### src/rtl/ivw_pkg.sv
// Package of vector addresses, request numbers and wakeup maps.
`default_nettype none
package ivw_pkg;
    localparam int IVW_NUM_IRQ = 25;
    localparam logic [23:0] IVW_VEC_RESET = 24'h008000;
    localparam logic [23:0] IVW_VEC_TRAP = 24'h008004;
    localparam logic [23:0] IVW_VEC_BASE = 24'h008008;
    localparam logic [4:0] IVW_IRQ_TOP_LEVEL = 5'h00;
    localparam logic [4:0] IVW_IRQ_AUTO_WAKEUP = 5'h01;
    localparam logic [4:0] IVW_IRQ_CLOCK_CTRL = 5'h02;
    localparam logic [4:0] IVW_IRQ_PORT_A = 5'h03;
    localparam logic [4:0] IVW_IRQ_SERIAL = 5'h0a;
    localparam logic [4:0] IVW_IRQ_I2C = 5'h13;
    localparam logic [4:0] IVW_IRQ_FLASH = 5'h18;
    // Bit n set: request n may wake from plain halt.
    // Port A (bit 3) is qualified separately by pin.
    localparam logic [24:0] IVW_WAKE_HALT = 25'h00804f0;
    // Bit n set: request n may wake from active halt.
    localparam logic [24:0] IVW_WAKE_ACTIVE = 25'h00804f2;
    localparam logic [7:0] IVW_PORT_A_NOWAKE_MASK = 8'h02;
    typedef enum logic [1:0] {
        IVW_RUN = 2'b00,
        IVW_HALT = 2'b01,
        IVW_ACTIVE_HALT = 2'b10
    } ivw_mode_type;
endpackage
`default_nettype wire

### src/rtl/ivw_sel_if.sv
// Interface between the wakeup qualifier and the vector selector.
`default_nettype none
interface ivw_sel_if;
    logic [24:0] pending;
    logic wake;
    modport qual (output pending, output wake);
    modport top (input pending, input wake);
endinterface
`default_nettype wire

### src/rtl/ivw_top.sv
// Interrupt vector selection and low-power wakeup for the core.
// Functional notes
// - Reset vectors 0x8000, leaves both halt modes.
// - Trap vectors 0x8004, never wakes.
// - Top-level line: request 0, 0x8008, no wake.
// - Auto-wakeup: request 1, wakes active halt only.
// - Clock controller: request 2, 0x8010, no wake.
// - Ports B-E: requests 4-7, wake both modes.
// - Port A: request 3, wakes except pin one.
// - Serial end-of-transfer: request 10, wakes both.
// - Timer one: requests 11, 12, no wake.
// - Timer two: requests 13, 14, no wake.
// - I2C: request 19, 0x8054, wakes both.
// - Async serial: requests 20, 21, no wake.
// - Flash events share request 24, no wake.
`default_nettype none
module ivw_top
    import ivw_pkg::*;
(
    input wire logic clk,
    input wire logic rst_n,
    input wire logic top_level_ext_irq,
    input wire logic auto_wakeup_unit,
    input wire logic clock_ctrl_irq,
    input wire logic [7:0] port_a_ext_irq,
    input wire logic port_b_ext_irq,
    input wire logic port_c_ext_irq,
    input wire logic port_d_ext_irq,
    input wire logic port_e_ext_irq,
    input wire logic spi_end_irq,
    input wire logic advanced_timer_one_upd,
    input wire logic advanced_timer_one_cc,
    input wire logic general_timer_two_upd,
    input wire logic general_timer_two_cc,
    input wire logic general_timer_three_upd,
    input wire logic general_timer_three_cc,
    input wire logic i2c_irq,
    input wire logic async_serial_port_tx,
    input wire logic async_serial_port_rx,
    input wire logic analog_converter_irq,
    input wire logic basic_timer_four_upd,
    input wire logic program_done_event,
    input wire logic protected_page_write_event,
    input wire logic trap_req,
    input wire logic halt_enter,
    input wire logic active_halt_enter,
    input wire logic irq_ack,
    output logic vec_valid,
    output logic [23:0] vec_addr,
    output logic [4:0] vec_irq,
    output logic vec_is_trap,
    output logic halted,
    output logic wake_pulse
);
    typedef struct packed {
        ivw_mode_type mode;
        logic boot;
        logic valid;
        logic [23:0] addr;
        logic [4:0] irq;
        logic trap;
        logic wake;
    } ivw_state_type;

    ivw_state_type st_r, st_nxt;
    logic [24:0] req;
    logic [4:0] pick;
    logic any;
    ivw_sel_if sel ();

    always_comb begin
        req = '0;
        req[0] = top_level_ext_irq;
        req[1] = auto_wakeup_unit;
        req[2] = clock_ctrl_irq;
        req[3] = |port_a_ext_irq;
        req[4] = port_b_ext_irq;
        req[5] = port_c_ext_irq;
        req[6] = port_d_ext_irq;
        req[7] = port_e_ext_irq;
        req[IVW_IRQ_SERIAL] = spi_end_irq;
        req[11] = advanced_timer_one_upd;
        req[12] = advanced_timer_one_cc;
        req[13] = general_timer_two_upd;
        req[14] = general_timer_two_cc;
        req[15] = general_timer_three_upd;
        req[16] = general_timer_three_cc;
        req[IVW_IRQ_I2C] = i2c_irq;
        req[20] = async_serial_port_tx;
        req[21] = async_serial_port_rx;
        req[22] = analog_converter_irq;
        req[23] = basic_timer_four_upd;
        req[IVW_IRQ_FLASH] = program_done_event | protected_page_write_event;
    end

    ivw_wake_qual u_qual (
        .irq_req(req),
        .port_a_pins(port_a_ext_irq),
        .mode(st_r.mode),
        .sel(sel.qual)
    );

    // Lowest request number wins, as a fixed priority.
    always_comb begin
        pick = '0;
        any = 1'b0;
        for (int i = IVW_NUM_IRQ - 1; i >= 0; i--) begin
            if (sel.pending[i]) begin
                pick = i[4:0];
                any = 1'b1;
            end
        end
    end

    always_comb begin
        st_nxt = st_r;
        st_nxt.wake = 1'b0;
        if (st_r.valid && irq_ack) begin
            st_nxt.valid = 1'b0;
        end
        if (st_r.boot) begin
            st_nxt.boot = 1'b0;
            st_nxt.valid = 1'b1;
            st_nxt.addr = IVW_VEC_RESET;
            st_nxt.irq = '0;
            st_nxt.trap = 1'b0;
        end else if (st_r.mode != IVW_RUN) begin
            if (sel.top.wake) begin
                st_nxt.mode = IVW_RUN;
                st_nxt.wake = 1'b1;
            end
        end else if (!st_r.valid) begin
            if (trap_req) begin
                st_nxt.valid = 1'b1;
                st_nxt.addr = IVW_VEC_TRAP;
                st_nxt.trap = 1'b1;
            end else if (any) begin
                st_nxt.valid = 1'b1;
                st_nxt.irq = pick;
                st_nxt.trap = 1'b0;
                st_nxt.addr = IVW_VEC_BASE + {17'h00000, pick, 2'b00};
            end else if (active_halt_enter) begin
                st_nxt.mode = IVW_ACTIVE_HALT;
            end else if (halt_enter) begin
                st_nxt.mode = IVW_HALT;
            end
        end
    end

    // Reset leaves any halt mode and restarts at the reset vector.
    always_ff @(posedge clk) begin
        if (!rst_n) begin
            st_r <= '{mode: IVW_RUN, boot: 1'b1, valid: 1'b0,
                      addr: 24'h000000, irq: 5'h00, trap: 1'b0,
                      wake: 1'b0};
        end else begin
            st_r <= st_nxt;
        end
    end

    assign vec_valid = st_r.valid;
    assign vec_addr = st_r.addr;
    assign vec_irq = st_r.irq;
    assign vec_is_trap = st_r.trap;
    assign halted = st_r.mode != IVW_RUN;
    assign wake_pulse = st_r.wake;

    property p_boot_vec;
        @(posedge clk) disable iff (!rst_n)
        $rose(rst_n) |=> vec_valid && vec_addr == 24'h008000;
    endproperty
    a_boot_vec: assert property (p_boot_vec) else $error("no reset vector");

    property p_trap_vec;
        @(posedge clk) disable iff (!rst_n)
        vec_valid && vec_is_trap |-> vec_addr == 24'h008004;
    endproperty
    a_trap_vec: assert property (p_trap_vec) else $error("bad trap vector");

    property p_irq_vec;
        @(posedge clk) disable iff (!rst_n)
        vec_valid && !vec_is_trap && !$past(st_r.boot) && vec_irq != 0 |->
            vec_addr == 24'h008008 + {17'h00000, vec_irq, 2'b00};
    endproperty
    a_irq_vec: assert property (p_irq_vec) else $error("bad irq vector");

    property p_awu_halt;
        @(posedge clk) disable iff (!rst_n)
        st_r.mode == IVW_HALT && req == 25'h0000002 |=> halted;
    endproperty
    a_awu_halt: assert property (p_awu_halt) else $error("awu woke halt");

    property p_awu_active;
        @(posedge clk) disable iff (!rst_n)
        st_r.mode == IVW_ACTIVE_HALT && auto_wakeup_unit |=> !halted && wake_pulse;
    endproperty
    a_awu_active: assert property (p_awu_active) else $error("awu no wake");

    property p_nowake;
        @(posedge clk) disable iff (!rst_n)
        halted && (req & 25'h0080562) == 25'h0 && port_a_ext_irq == 8'h02 |=> halted;
    endproperty
    a_nowake: assert property (p_nowake) else $error("illegal wakeup");

    property p_pa1;
        @(posedge clk) disable iff (!rst_n)
        st_r.mode == IVW_HALT && req == 25'h0000008 && port_a_ext_irq == 8'h02 |=> halted;
    endproperty
    a_pa1: assert property (p_pa1) else $error("pin one woke core");

    property p_spi_wake;
        @(posedge clk) disable iff (!rst_n)
        st_r.mode == IVW_HALT && spi_end_irq |=> !halted ##1 vec_valid;
    endproperty
    a_spi_wake: assert property (p_spi_wake) else $error("spi no wake");

    property p_i2c_wake;
        @(posedge clk) disable iff (!rst_n)
        st_r.mode == IVW_ACTIVE_HALT && i2c_irq |=> wake_pulse;
    endproperty
    a_i2c_wake: assert property (p_i2c_wake) else $error("i2c no wake");

    c_trap: cover property (@(posedge clk) disable iff (!rst_n) vec_valid && vec_is_trap);
    c_wake: cover property (@(posedge clk) disable iff (!rst_n) wake_pulse);
    c_flash: cover property (@(posedge clk) disable iff (!rst_n) vec_valid && vec_irq == 5'h18);
endmodule // ivw_top
`default_nettype wire

### src/rtl/ivw_wake_qual.sv
// Wakeup qualification of pending requests against low-power mode.
`default_nettype none
module ivw_wake_qual
    import ivw_pkg::*;
(
    input wire logic [24:0] irq_req,
    input wire logic [7:0] port_a_pins,
    input wire ivw_mode_type mode,
    ivw_sel_if.qual sel
);
    logic [24:0] wake_mask;
    logic port_a_wake;
    // Pin one of port A never wakes the core.
    assign port_a_wake = |(port_a_pins & ~IVW_PORT_A_NOWAKE_MASK);
    always_comb begin
        wake_mask = '0;
        case (mode)
            IVW_HALT: wake_mask = IVW_WAKE_HALT;
            IVW_ACTIVE_HALT: wake_mask = IVW_WAKE_ACTIVE;
            default: wake_mask = '0;
        endcase
        wake_mask[IVW_IRQ_PORT_A] = (mode != IVW_RUN) && port_a_wake;
    end
    assign sel.pending = irq_req;
    assign sel.wake = |(irq_req & wake_mask);
endmodule // ivw_wake_qual
`default_nettype wire
### config.mk
export PLATFORM = sky130hd
export DESIGN_NAME = ivw_top
export DESIGN_NICKNAME = d
export VERILOG_FILES = /design/src/rtl/ivw_pkg.sv /design/src/rtl/ivw_sel_if.sv /design/src/rtl/ivw_top.sv /design/src/rtl/ivw_wake_qual.sv
export SDC_FILE = /design/constraint.sdc
export NUM_CORES = 1
export LEC_CHECK = 0
export BUFFER_PORTS_ARGS = -buffer_cell sky130_fd_sc_hd__buf_2
export CAP_MARGIN = 10
export CORE_MARGIN = 3
export CORE_UTILIZATION = 26
export CTS_CLUSTER_SIZE = 16
export DETAILED_ROUTE_END_ITERATION = 8
export PLACE_DENSITY_LB_ADDON = 0.1
export SLEW_MARGIN = 25
export SYNTH_ARGS = -nofsm -noshare
export SYNTH_HDL_FRONTEND = slang
export SYNTH_SLANG_ARGS = --single-unit
### constraint.sdc
create_clock -name clk -period 3.35 [get_ports clk]
set_input_delay 0.335 -clock clk [delete_from_list [all_inputs] [get_ports clk]]
set_output_delay 0.335 -clock clk [all_outputs]
set_load 0.03 [all_outputs]
Yosys cells after proc, flatten, opt, wreduce, memory -nomap -nowiden
Index checks and enable logic that the tools add are counted.
- bits in registers: 35
- output and inout bits: 33
- add/subtract/negate cells: 1
- equality and inequality tests: 8
- mux-type cells: 62
- bitwise logic cells: 7
- reductions and logical operators: 15
- operators with widths (cell ; count):
    $mux 31 ; 4
    $mux 5 ; 22
    $pmux 20 s2 ; 1
    $mux 33 ; 1
    $mux 1 ; 26
    $and 25x20->25 ; 1
    $mux 25 ; 1
    $reduce_or 25->1 ; 1
    $add 16x7->17 const A ; 1
    $mux 2 ; 7
    $ne 2x1->1 const B ; 4
    $reduce_or 8->1 ; 1
    $reduce_or 7->1 ; 1
    $reduce_and 3->1 ; 2
    $reduce_and 6->1 ; 1
    $reduce_bool 3->1 ; 2
    $not 1->1 ; 5
    $ne 2x2->1 const B ; 2
    $reduce_and 4->1 ; 1
    $reduce_bool 2->1 ; 2
    $reduce_or 3->1 ; 1
    $eq 2x1->1 const B ; 1
    $eq 2x2->1 const B ; 1
    $logic_and 1x1->1 ; 2
    other kinds (2) ; 2

Logic depth before layout (Yosys ltp)
Gate-level depths: netlist of the first run.
- word-level depth: 29
- gate-level depth with buffers: 8
- depth with buffers taken out: 8

Modules after synthesis
A second synthesis of the first run with hierarchy kept.
- cell total of the unflattened synthesis: 211
- area total of the unflattened synthesis: 1764.2 um^2
- modules (own cells, without submodules) (module ; times used ; cells an instance ; area an instance (um^2) ; sequential area each (um^2)):
    ivw_top ; 1 ; 175 ; 1490.2 ; 360.3
    ivw_wake_qual ; 1 ; 36 ; 274.0 ; 0.0

Worst setup path before layout of the first run
Ideal clock, no wire load.
- kind: input to register
- from: input port port_a_ext_irq[5]
- to: register st_r (netlist bit vec_addr[4])
- arrival: 2041 ps
- data required time: 3222 ps
- path slack: 1181 ps
- stages: 8
- path buffers: 0
- cells stage by stage: or4_4 > or2_2 > o31ai_1 > a31oi_1 > ha_1 > inv_1 > a2bb2oi_1 > nor2_1
- word-level cells in the longest chain between the ends: 8
- elaborated cells between the ends (all ways): 14
- RTL lines (element ; RTL line ; text):
    start: declaration ; ivw_top.sv:25 ; input wire logic [7:0] port_a_ext_irq,
    $reduce_or 8->1 ; ivw_top.sv:76 ; req[3] = |port_a_ext_irq;
    $mux 5 (4 in a row) ; ivw_top.sv:108 ; if (sel.pending[i]) begin
    via pick[1] ; ivw_top.sv:67 ; logic [4:0] pick;
    $add 16x7->17 ; ivw_top.sv:141 ; st_nxt.addr = IVW_VEC_BASE + {17'h00000, pick, 2'b00};
    $mux 31 ; ivw_top.sv:137 ; end else if (any) begin
    $mux 25 ; ivw_top.sv:133 ; if (trap_req) begin
    end signal: assignment ; ivw_top.sv:153 ; st_r <= '{mode: IVW_RUN, boot: 1'b1, valid: 1'b0,
    end signal: assignment ; ivw_top.sv:157 ; st_r <= st_nxt;
    end: declaration ; ivw_top.sv:65 ; ivw_state_type st_r, st_nxt;
The timed path passes the listed nets, and every way through them passes these cells. The select of a mux whose other input is x is not followed.
A chain may end at the register's enable or synchronous reset.

Final worst setup path of the first run
Ends and elaborated chain as after synthesis.

==> metrics.txt, run 1 <==
# TYPE chip_impl_metric gauge
chip_impl_info{name="crit_end_category",value="flip-flop"} 1
chip_impl_metric{name="worst-slew-pin-transition",unit="ns"} 0.5127
chip_impl_metric{name="post_synthesis_average_cell_area",unit="um2"} 8.034
chip_impl_metric{name="first_global_vias",unit=""} 1181
chip_impl_metric{name="share_comb_of_total_power",unit="%"} 22.6
chip_impl_metric{name="hold_violations",unit=""} 0
chip_impl_metric{name="route.antenna.remaining_nets",unit=""} 0
chip_impl_metric{name="min_period",unit="ns"} 2.169
chip_impl_metric{name="drt_first_pass_iters",unit=""} 4
chip_impl_metric{name="post-cts-setup-buffer-count",unit=""} 0
chip_impl_metric{name="post_synth_instance_area",unit="mm2"} 0.001318
chip_impl_metric{name="start_util",unit="%"} 27.35
chip_impl_info{name="holdCritStartpoint",value="rst_n"} 1
chip_impl_info{name="grt_setup_unrepaired",value="false"} 1
chip_impl_metric{name="via_per_inst",unit=""} 4.432
chip_impl_info{name="worst_hold_path_class",value="in -> reg"} 1
chip_impl_info{name="synth.most_common_cell",value="buf_4"} 1
chip_impl_metric{name="clock_tree.buffer_depth",unit=""} 2
chip_impl_metric{name="area_growth_syn_to_fin",unit="%"} 17.28
chip_impl_metric{name="layout_worst_path_cycle_share",unit="%"} 64.73
chip_impl_metric{name="nets",unit=""} 243
chip_impl_info{name="ctsRootBufferMaster",value="clkbuf_8"} 1
chip_impl_metric{name="antenna_fix_cells",unit=""} 0
chip_impl_info{name="worst_path_cell_with_the_longest_stage_delay",value="or4_4"} 1
chip_impl_metric{name="power-per-cell-area",unit="mW/mm2"} 339.7
chip_impl_metric{name="detailedPlace.worstSlack",unit="ns"} 0.9219
chip_impl_metric{name="power_frac_clock",unit="%"} 34.8
chip_impl_info{name="outcome",value="finished, final reports clean"} 1
chip_impl_metric{name="post_route_cells_drive_above_1_share",unit="%"} 31.37
chip_impl_metric{name="top_level_ports",unit=""} 68
chip_impl_metric{name="grt_util_all_layers",unit="%"} 11.05
chip_impl_info{name="reg2reg_start",value="st_r[34]"} 1
chip_impl_info{name="critPathTopFamily",value="simple AND/OR/NAND/NOR gates"} 1
chip_impl_metric{name="power.total",unit="mW"} 0.5249
chip_impl_metric{name="path_buf_inv",unit=""} 2
chip_impl_metric{name="place_hpwl",unit="um"} 2776
chip_impl_metric{name="synth_enable_flop_cells",unit=""} 0
chip_impl_metric{name="hold_path_depth",unit=""} 2
chip_impl_metric{name="non_filler_cell_area_final",unit="mm2"} 0.001545
chip_impl_metric{name="core.rowCount",unit=""} 25
chip_impl_metric{name="post_dp_cell_area",unit="mm2"} 0.001490
chip_impl_metric{name="critPathMaxStageDelay",unit="ns"} 0.56
chip_impl_metric{name="cts_buffers",unit=""} 3
chip_impl_metric{name="async_reset_ff_share",unit="%"} 0
chip_impl_metric{name="grt_max_degree",unit=""} 11
chip_impl_metric{name="antenna_violations_before_repair",unit=""} 0
chip_impl_metric{name="cp_max_fo",unit=""} 4
chip_impl_metric{name="seq_power_share",unit="%"} 42.6
chip_impl_info{name="critPathLaunch",value="port_a_ext_irq[5]"} 1
chip_impl_info{name="reg2reg_to",value="vec_irq[0]"} 1
chip_impl_metric{name="synth_largest_type_area_fraction",unit="%"} 27.35
chip_impl_info{name="synth_top_cells_by_count",value="buf_4 (29), nor2_1 (24), dfxtp_1 (18)"} 1
chip_impl_metric{name="vias",unit=""} 1201
chip_impl_metric{name="core_area",unit="mm2"} 0.004817
chip_impl_metric{name="cellLeakagePower",unit="nW"} 0.7093
chip_impl_metric{name="syn_inst",unit=""} 164
chip_impl_metric{name="wl",unit="um"} 3312
chip_impl_metric{name="die_outline_height",unit="um"} 77.19
chip_impl_info{name="cts_tree",value="done"} 1
chip_impl_metric{name="place_congestion",unit=""} 0.8503
chip_impl_metric{name="post-route-drc-count",unit=""} 0
chip_impl_info{name="worstHoldEndpoint",value="st_r[32]"} 1
chip_impl_info{name="synth.top_cells.by_area",value="dfxtp_1 (27%), buf_4 (17%), nor2_1 (6.8%)"} 1
chip_impl_metric{name="hold_buffers",unit=""} 0
chip_impl_metric{name="cp.depth",unit=""} 9
chip_impl_metric{name="remaining_global_route_overflow",unit=""} 0
chip_impl_metric{name="power_switching_share",unit="%"} 31.03
chip_impl_metric{name="setup_total_negative_slack",unit="ns"} 0
chip_impl_metric{name="clock-skew-final",unit="ns"} 0.006585
chip_impl_info{name="worstSetupPathType",value="in -> reg"} 1
chip_impl_metric{name="cts.sink_count",unit=""} 18
chip_impl_metric{name="clk_pin_slew_worst_setup_hold_paths",unit="ns"} 0.07
chip_impl_metric{name="worstSkewPairLatency",unit="ns"} 0.26
chip_impl_metric{name="timing.reg2reg.worst_path_depth",unit=""} 7
chip_impl_info{name="synth_area_leader_cell",value="dfxtp_1"} 1
chip_impl_metric{name="report.final.slew_viol_count",unit=""} 0
chip_impl_metric{name="detail_route.iter0.violations",unit=""} 70
chip_impl_metric{name="ys.warnings.count",unit=""} 0
chip_impl_metric{name="power.switching",unit="mW"} 0.1629
chip_impl_metric{name="worst_slack",unit="ns"} 1.181
chip_impl_metric{name="worst-endpoint-arrival",unit="ns"} 2.30
chip_impl_metric{name="route.detailed.wl_per_inst",unit="um"} 12.22
chip_impl_metric{name="p_int",unit="mW"} 0.3621
chip_impl_metric{name="setup.reg_to_reg.worst_slack",unit="ns"} 1.36
chip_impl_info{name="yosys_most_used_dff",value="dfxtp_1"} 1
chip_impl_info{name="startpoint_type",value="input port"} 1
chip_impl_metric{name="irDropWorstVdd",unit="uV"} 143.8
chip_impl_metric{name="h-tree-depth",unit=""} 1
chip_impl_metric{name="required_time_of_the_worst_setup_path",unit="ns"} 3.48
chip_impl_metric{name="port_buffers",unit=""} 50
chip_impl_metric{name="first_pass_grt_wire_length",unit="um"} 5416
chip_impl_metric{name="relSlewSlack",unit="%"} 65.51
chip_impl_info{name="critical_path.cell_chain",value="buf_2 -> or4_4 -> or2_2 -> o31ai_1 -> a31oi_1 -> ha_1 -> inv_1 -> a2bb2oi_1 -> nor2_1"} 1
chip_impl_metric{name="die_area",unit="mm2"} 0.005958
chip_impl_metric{name="post_layout_nonfiller_instances",unit=""} 271
chip_impl_metric{name="post-place-cells",unit=""} 267
chip_impl_metric{name="setup-violations-final",unit=""} 0
chip_impl_metric{name="synth_register_bits",unit=""} 18
chip_impl_metric{name="yosys.cell_types.count",unit=""} 42
chip_impl_metric{name="die_w",unit="um"} 77.19
chip_impl_metric{name="synth.yosys.seq_area_share",unit="%"} 27.35
chip_impl_metric{name="drv.max_cap_violation_count",unit=""} 0
chip_impl_metric{name="post_cts.resized_instances",unit=""} 0
chip_impl_metric{name="timing.fmax",unit="GHz"} 0.4611
## worst register-to-register path, cell delays in order, from the launching register on
cell and delay (ns):
dfxtp_1 0.34, inv_1 0.07, ha_1 0.23, nand2b_1 0.09, nor2_1 0.36, o21ai_4 0.20
o41ai_1 0.48, nor2_1 0.10
## kinds of logic after synthesis
kind of cell             after synthesis  synth area share (%)
multiplexers                           5                 3.799
adder cells (fa/ha/maj)                3                 2.849
flip-flops                            18                 27.35
AND/OR/NAND/NOR                       63                 26.59
AO/OA/AOI/OAI                         34                 19.09
other                                  1                0.2846
buffers and inverters                 39                 19.37
XOR/XNOR                               1                0.6649
## cell usage in the layout, fill, tap and decap left out, types with 6 or more instances in the layout
cell type and n:
buf_2 50, nor2_1 24, dfxtp_1 18, conb_1 17, inv_1 9, o21ai_0 7, nor3_1 6, a21oi_1 6
## sequential cells by signal, indices dropped and copies added (netlist names)
name and cells:
vec_is_trap 1, wake_pulse 1, vec_addr 7, vec_valid 1
vec_irq 5, st_r 3
## power groups by stage
stage | registers (mW) | clock network (mW) | logic [mW]
after floorplan | 0.231 | 0 | 0.0924
after global placement | 0.228 | 0 | 0.118
after detailed placement | 0.229 | 0 | 0.118
after CTS | 0.224 | 0.189 | 0.119
after global routing | 0.224 | 0.200 | 0.129
final | 0.224 | 0.183 | 0.119
## per-layer routing
metal | GRT usage, % | vias up | part of all wire [%]
met5 | 0 | - | 0
met4 | 1.601 | 0 | 0.36
met3 | 3.521 | 2 | 7.1
met2 | 19.00 | 45 | 49
met1 | 13.71 | 537 | 44
li1 | - | 617 | -
## how the worst max path moves through the flow
stage	end	slack, ns
after floorplan	vec_addr[4]	1.18
after global placement	vec_addr[4]	0.96
after detailed placement	vec_addr[4]	0.92
after CTS	vec_addr[4]	1.20
after global routing	vec_addr[4]	1.07
final	vec_addr[4]	1.18
## per-stage QoR
stage	util (%)	hold slack (ns)
final	32.08	0.3559
after global routing	32.08	0.3637
after CTS	32.08	0.3455
after detailed placement	30.94	0.4571
after global placement	30.94	0.4444
after floorplan	-	0.4347
## area by class of cell
class | instances | area [um2]
repair buffers | 50 | 250.2
fillers | 544 | 3272
flip-flops and latches | 18 | 360.3
well taps | 67 | 83.83
inverters | 9 | 33.78
clock buffers | 4 | 55.05
multi-input cells | 123 | 762.0
No activity file was read; power rests on OpenSTA's default activity.
==> run 2, diff against run 1 <==
- ABC_AREA: not set -> 1
- clock period: 3.35 -> 2.07 ns (I/O delays scaled with it)
==> metrics.txt, run 2 <==
# TYPE chip_impl_metric gauge
chip_impl_metric{name="async_reset_ff_share",unit="%"} 0
chip_impl_metric{name="power.switching",unit="mW"} 0.2416
chip_impl_metric{name="core_area",unit="mm2"} 0.004848
chip_impl_metric{name="synth.area.mux_share",unit="%"} 0
chip_impl_metric{name="antenna_violations_before_repair",unit=""} 0
chip_impl_metric{name="hold_buffers",unit=""} 0
chip_impl_metric{name="worst-endpoint-arrival",unit="ns"} 1.79
chip_impl_metric{name="power.total",unit="mW"} 0.7833
chip_impl_metric{name="layout_worst_path_cycle_share",unit="%"} 79.43
chip_impl_metric{name="vias",unit=""} 1288
chip_impl_metric{name="hold_path_depth",unit=""} 2
chip_impl_metric{name="port_buffers",unit=""} 50
chip_impl_info{name="crit_end_category",value="flip-flop"} 1
chip_impl_metric{name="post-cts-setup-buffer-count",unit=""} 0
chip_impl_metric{name="h-tree-depth",unit=""} 1
chip_impl_metric{name="post_cts.resized_instances",unit=""} 0
chip_impl_metric{name="multiInputGateArea",unit="um2"} 686.9
chip_impl_metric{name="cts.sink_count",unit=""} 18
chip_impl_metric{name="synth_register_bits",unit=""} 18
chip_impl_metric{name="place_hpwl",unit="um"} 2776
chip_impl_info{name="most-common-layout-cells",value="buf_2 (50), nand2_1 (39), inv_1 (34)"} 1
chip_impl_metric{name="min_period",unit="ns"} 1.644
chip_impl_metric{name="critPathMaxStageDelay",unit="ns"} 0.31
chip_impl_metric{name="area_growth_syn_to_fin",unit="%"} 17.84
chip_impl_metric{name="clock_tree.buffer_depth",unit=""} 2
chip_impl_metric{name="holdWs",unit="ns"} 0.1756
chip_impl_info{name="outcome",value="finished, final reports clean"} 1
chip_impl_metric{name="required_time_of_the_worst_setup_path",unit="ns"} 2.21
chip_impl_metric{name="yosys.cell_types.count",unit=""} 29
chip_impl_metric{name="cp.depth",unit=""} 8
chip_impl_metric{name="grt_max_degree",unit=""} 10
chip_impl_info{name="worst_path_cell_with_the_longest_stage_delay",value="dfxtp_1"} 1
chip_impl_metric{name="synth_largest_type_area_fraction",unit="%"} 26.77
chip_impl_info{name="synth.most_common_cell",value="nand2_1"} 1
chip_impl_metric{name="cp_max_fo",unit=""} 9
chip_impl_metric{name="route.detailed.wl_per_inst",unit="um"} 10.11
chip_impl_metric{name="top_level_ports",unit=""} 68
chip_impl_metric{name="grt_util_all_layers",unit="%"} 10.50
chip_impl_info{name="worstSetupPathType",value="reg -> reg"} 1
chip_impl_info{name="synth_area_leader_cell",value="dfxtp_1"} 1
chip_impl_metric{name="synth_enable_flop_cells",unit=""} 0
chip_impl_metric{name="die_outline_height",unit="um"} 77.96
chip_impl_metric{name="p_int",unit="mW"} 0.5417
chip_impl_metric{name="timing.reg2reg.worst_path_depth",unit=""} 8
chip_impl_metric{name="post_synthesis_average_cell_area",unit="um2"} 6.567
chip_impl_metric{name="place_congestion",unit=""} 0.7498
chip_impl_metric{name="cellLeakagePower",unit="nW"} 0.8542
chip_impl_metric{name="seq_area",unit="um2"} 360.3
chip_impl_info{name="synth.top_cells.by_area",value="dfxtp_1 (27%), buf_4 (16%), nand2_1 (11%)"} 1
chip_impl_metric{name="remaining_global_route_overflow",unit=""} 0
chip_impl_metric{name="power_frac_clock",unit="%"} 30.0
chip_impl_metric{name="clk_pin_slew_worst_setup_hold_paths",unit="ns"} 0.07
chip_impl_info{name="startpoint_type",value="flip-flop"} 1
chip_impl_metric{name="setup-violations-final",unit=""} 0
chip_impl_metric{name="via_per_inst",unit=""} 4.089
chip_impl_info{name="grt_setup_unrepaired",value="false"} 1
chip_impl_info{name="layout.cells.most_common",value="buf_2"} 1
chip_impl_metric{name="synth_xor_xnor_area_share",unit="%"} 0
chip_impl_metric{name="clock-skew-final",unit="ns"} 0.003034
chip_impl_metric{name="first_pass_grt_wire_length",unit="um"} 5223
chip_impl_metric{name="hold_violations",unit=""} 0
chip_impl_metric{name="setup_total_negative_slack",unit="ns"} 0
chip_impl_metric{name="first_global_vias",unit=""} 1208
chip_impl_metric{name="power_switching_share",unit="%"} 30.84
chip_impl_metric{name="path_buf_inv",unit=""} 3
chip_impl_metric{name="post_route_cells_drive_above_1_share",unit="%"} 27.02
chip_impl_metric{name="start_util",unit="%"} 27.77
chip_impl_info{name="synth_top_cells_by_count",value="nand2_1 (39), inv_1 (34), buf_4 (29)"} 1
chip_impl_info{name="largest_family_of_logic_cells_by_synthesized_area",value="simple AND/OR/NAND/NOR gates"} 1
chip_impl_metric{name="drt_first_pass_iters",unit=""} 4
chip_impl_metric{name="post-route-drc-count",unit=""} 0
chip_impl_metric{name="syn_inst",unit=""} 205
chip_impl_metric{name="die_area",unit="mm2"} 0.006078
chip_impl_metric{name="synthSimpleGateAreaFrac",unit="%"} 29.83
chip_impl_metric{name="route.antenna.remaining_nets",unit=""} 0
chip_impl_metric{name="largest_register_ff_count",unit=""} 7
chip_impl_metric{name="seq_power_share",unit="%"} 46.3
chip_impl_metric{name="nets",unit=""} 288
chip_impl_metric{name="synth-compound-area-share",unit="%"} 13.66
chip_impl_metric{name="core.rowCount",unit=""} 25
chip_impl_metric{name="detail_route.iter0.violations",unit=""} 34
chip_impl_metric{name="timing.fmax",unit="GHz"} 0.6082
chip_impl_info{name="worst_hold_path_class",value="in -> reg"} 1
chip_impl_metric{name="antenna_fix_cells",unit=""} 0
chip_impl_metric{name="power-per-cell-area",unit="mW/mm2"} 493.7
chip_impl_metric{name="irDropWorstVdd",unit="uV"} 406.1
chip_impl_info{name="cts_tree",value="done"} 1
chip_impl_metric{name="post_synth_instance_area",unit="mm2"} 0.001346
chip_impl_metric{name="drv.max_cap_violation_count",unit=""} 0
chip_impl_info{name="critical_path.cell_chain",value="inv_1 -> ha_1 -> inv_1 -> nor2_1 -> nand3_4 -> inv_4 -> nand2_1 -> o211a_1"} 1
chip_impl_metric{name="util_after_layout",unit="%"} 32.72
chip_impl_metric{name="ys.warnings.count",unit=""} 0
chip_impl_info{name="ctsRootBufferMaster",value="clkbuf_8"} 1
chip_impl_info{name="critPathTopFamily",value="simple AND/OR/NAND/NOR gates"} 1
chip_impl_info{name="yosys_most_used_dff",value="dfxtp_1"} 1
chip_impl_metric{name="cts_buffers",unit=""} 3
chip_impl_metric{name="report.final.slew_viol_count",unit=""} 0
chip_impl_metric{name="yosys.area_share.adder",unit="%"} 2.788
chip_impl_metric{name="die_w",unit="um"} 77.96
chip_impl_metric{name="worstSkewPairLatency",unit="ns"} 0.25
chip_impl_info{name="top_cell_by_count_worst_path",value="inv_1"} 1
chip_impl_metric{name="share_comb_of_total_power",unit="%"} 23.7
chip_impl_metric{name="filler_cell_count",unit=""} 576
chip_impl_metric{name="wl",unit="um"} 3186
chip_impl_metric{name="synth.yosys.seq_area_share",unit="%"} 26.77
## run 2: cell count changes after synthesis, moves of 4 or more
cell and change:
nand2_1 +34, nand4_1 +4, nor2_1 -6, inv_1 +25
a21oi_1 +7, mux2i_1 -5
## run 2: power by group through the flow
stage,Sequential [mW],Combinational [mW],Clock [mW]
detailed placement,0.370,0.187,0
finish,0.363,0.186,0.235
global placement,0.371,0.188,0
CTS,0.363,0.188,0.250
floorplan,0.373,0.153,0
global route,0.364,0.207,0.267
## run 2: through the flow
stage / std cells / area, um2 / setup WS [ns]
3_5_place_dp: 312 / 1545 / 0.1762
3_3_place_gp: 312 / 1545 / 0.1775
6_report: 315 / 1587 / 0.4257
5_1_grt: 315 / 1587 / 0.1777
4_1_cts: 315 / 1587 / 0.3910
2_1_floorplan: 221 / 1406 / 0.4761
## run 2: logic make-up (layout without fill, tap and decap cells)
group | after synthesis | in the layout
simple gates | 86 | 86
buf+inv | 66 | 93
compound gates | 31 | 31
flops | 18 | 18
fa+ha+maj | 3 | 3
other cells | 1 | 17
## run 2: worst reg2reg max path, stage by stage (launching register included)
cell	delay, ns
dfxtp_1	0.31
inv_1	0.08
ha_1	0.28
inv_1	0.14
nor2_1	0.25
nand3_4	0.16
inv_4	0.12
nand2_1	0.09
o211a_1	0.11
## run 2: final cells by class
| cell class | instances | area share [%] |
|---|---|---|
| clock buffer | 3 | 2.603 |
| tap | 67 | 5.284 |
| multi-input combinational | 137 | 43.30 |
| sequential | 18 | 22.71 |
| inverter | 37 | 8.912 |
| timing repair buffer | 53 | 17.19 |
## run 2: layer usage
metal	global-route usage [%]	wire (um)	vias to the layer above	share of wire [%]
li1	-	-	692	-
met1	12.73	1423	563	45
met2	18.75	1562	31	49
met3	2.900	186	2	5.8
met4	1.573	14	0	0.44
met5	0	0	-	0
## run 2: worst paths after layout
| check | slack (ns) | endpoint | from |
|---|---|---|---|
| setup reg to reg | 0.43 | vec_irq[1] | st_r[33] |
| hold reg to reg | 0.44 | vec_irq[3] | vec_irq[3] |
| setup / recovery | 0.43 | vec_irq[1] | st_r[33] |
| hold / removal | 0.18 | vec_valid | rst_n |
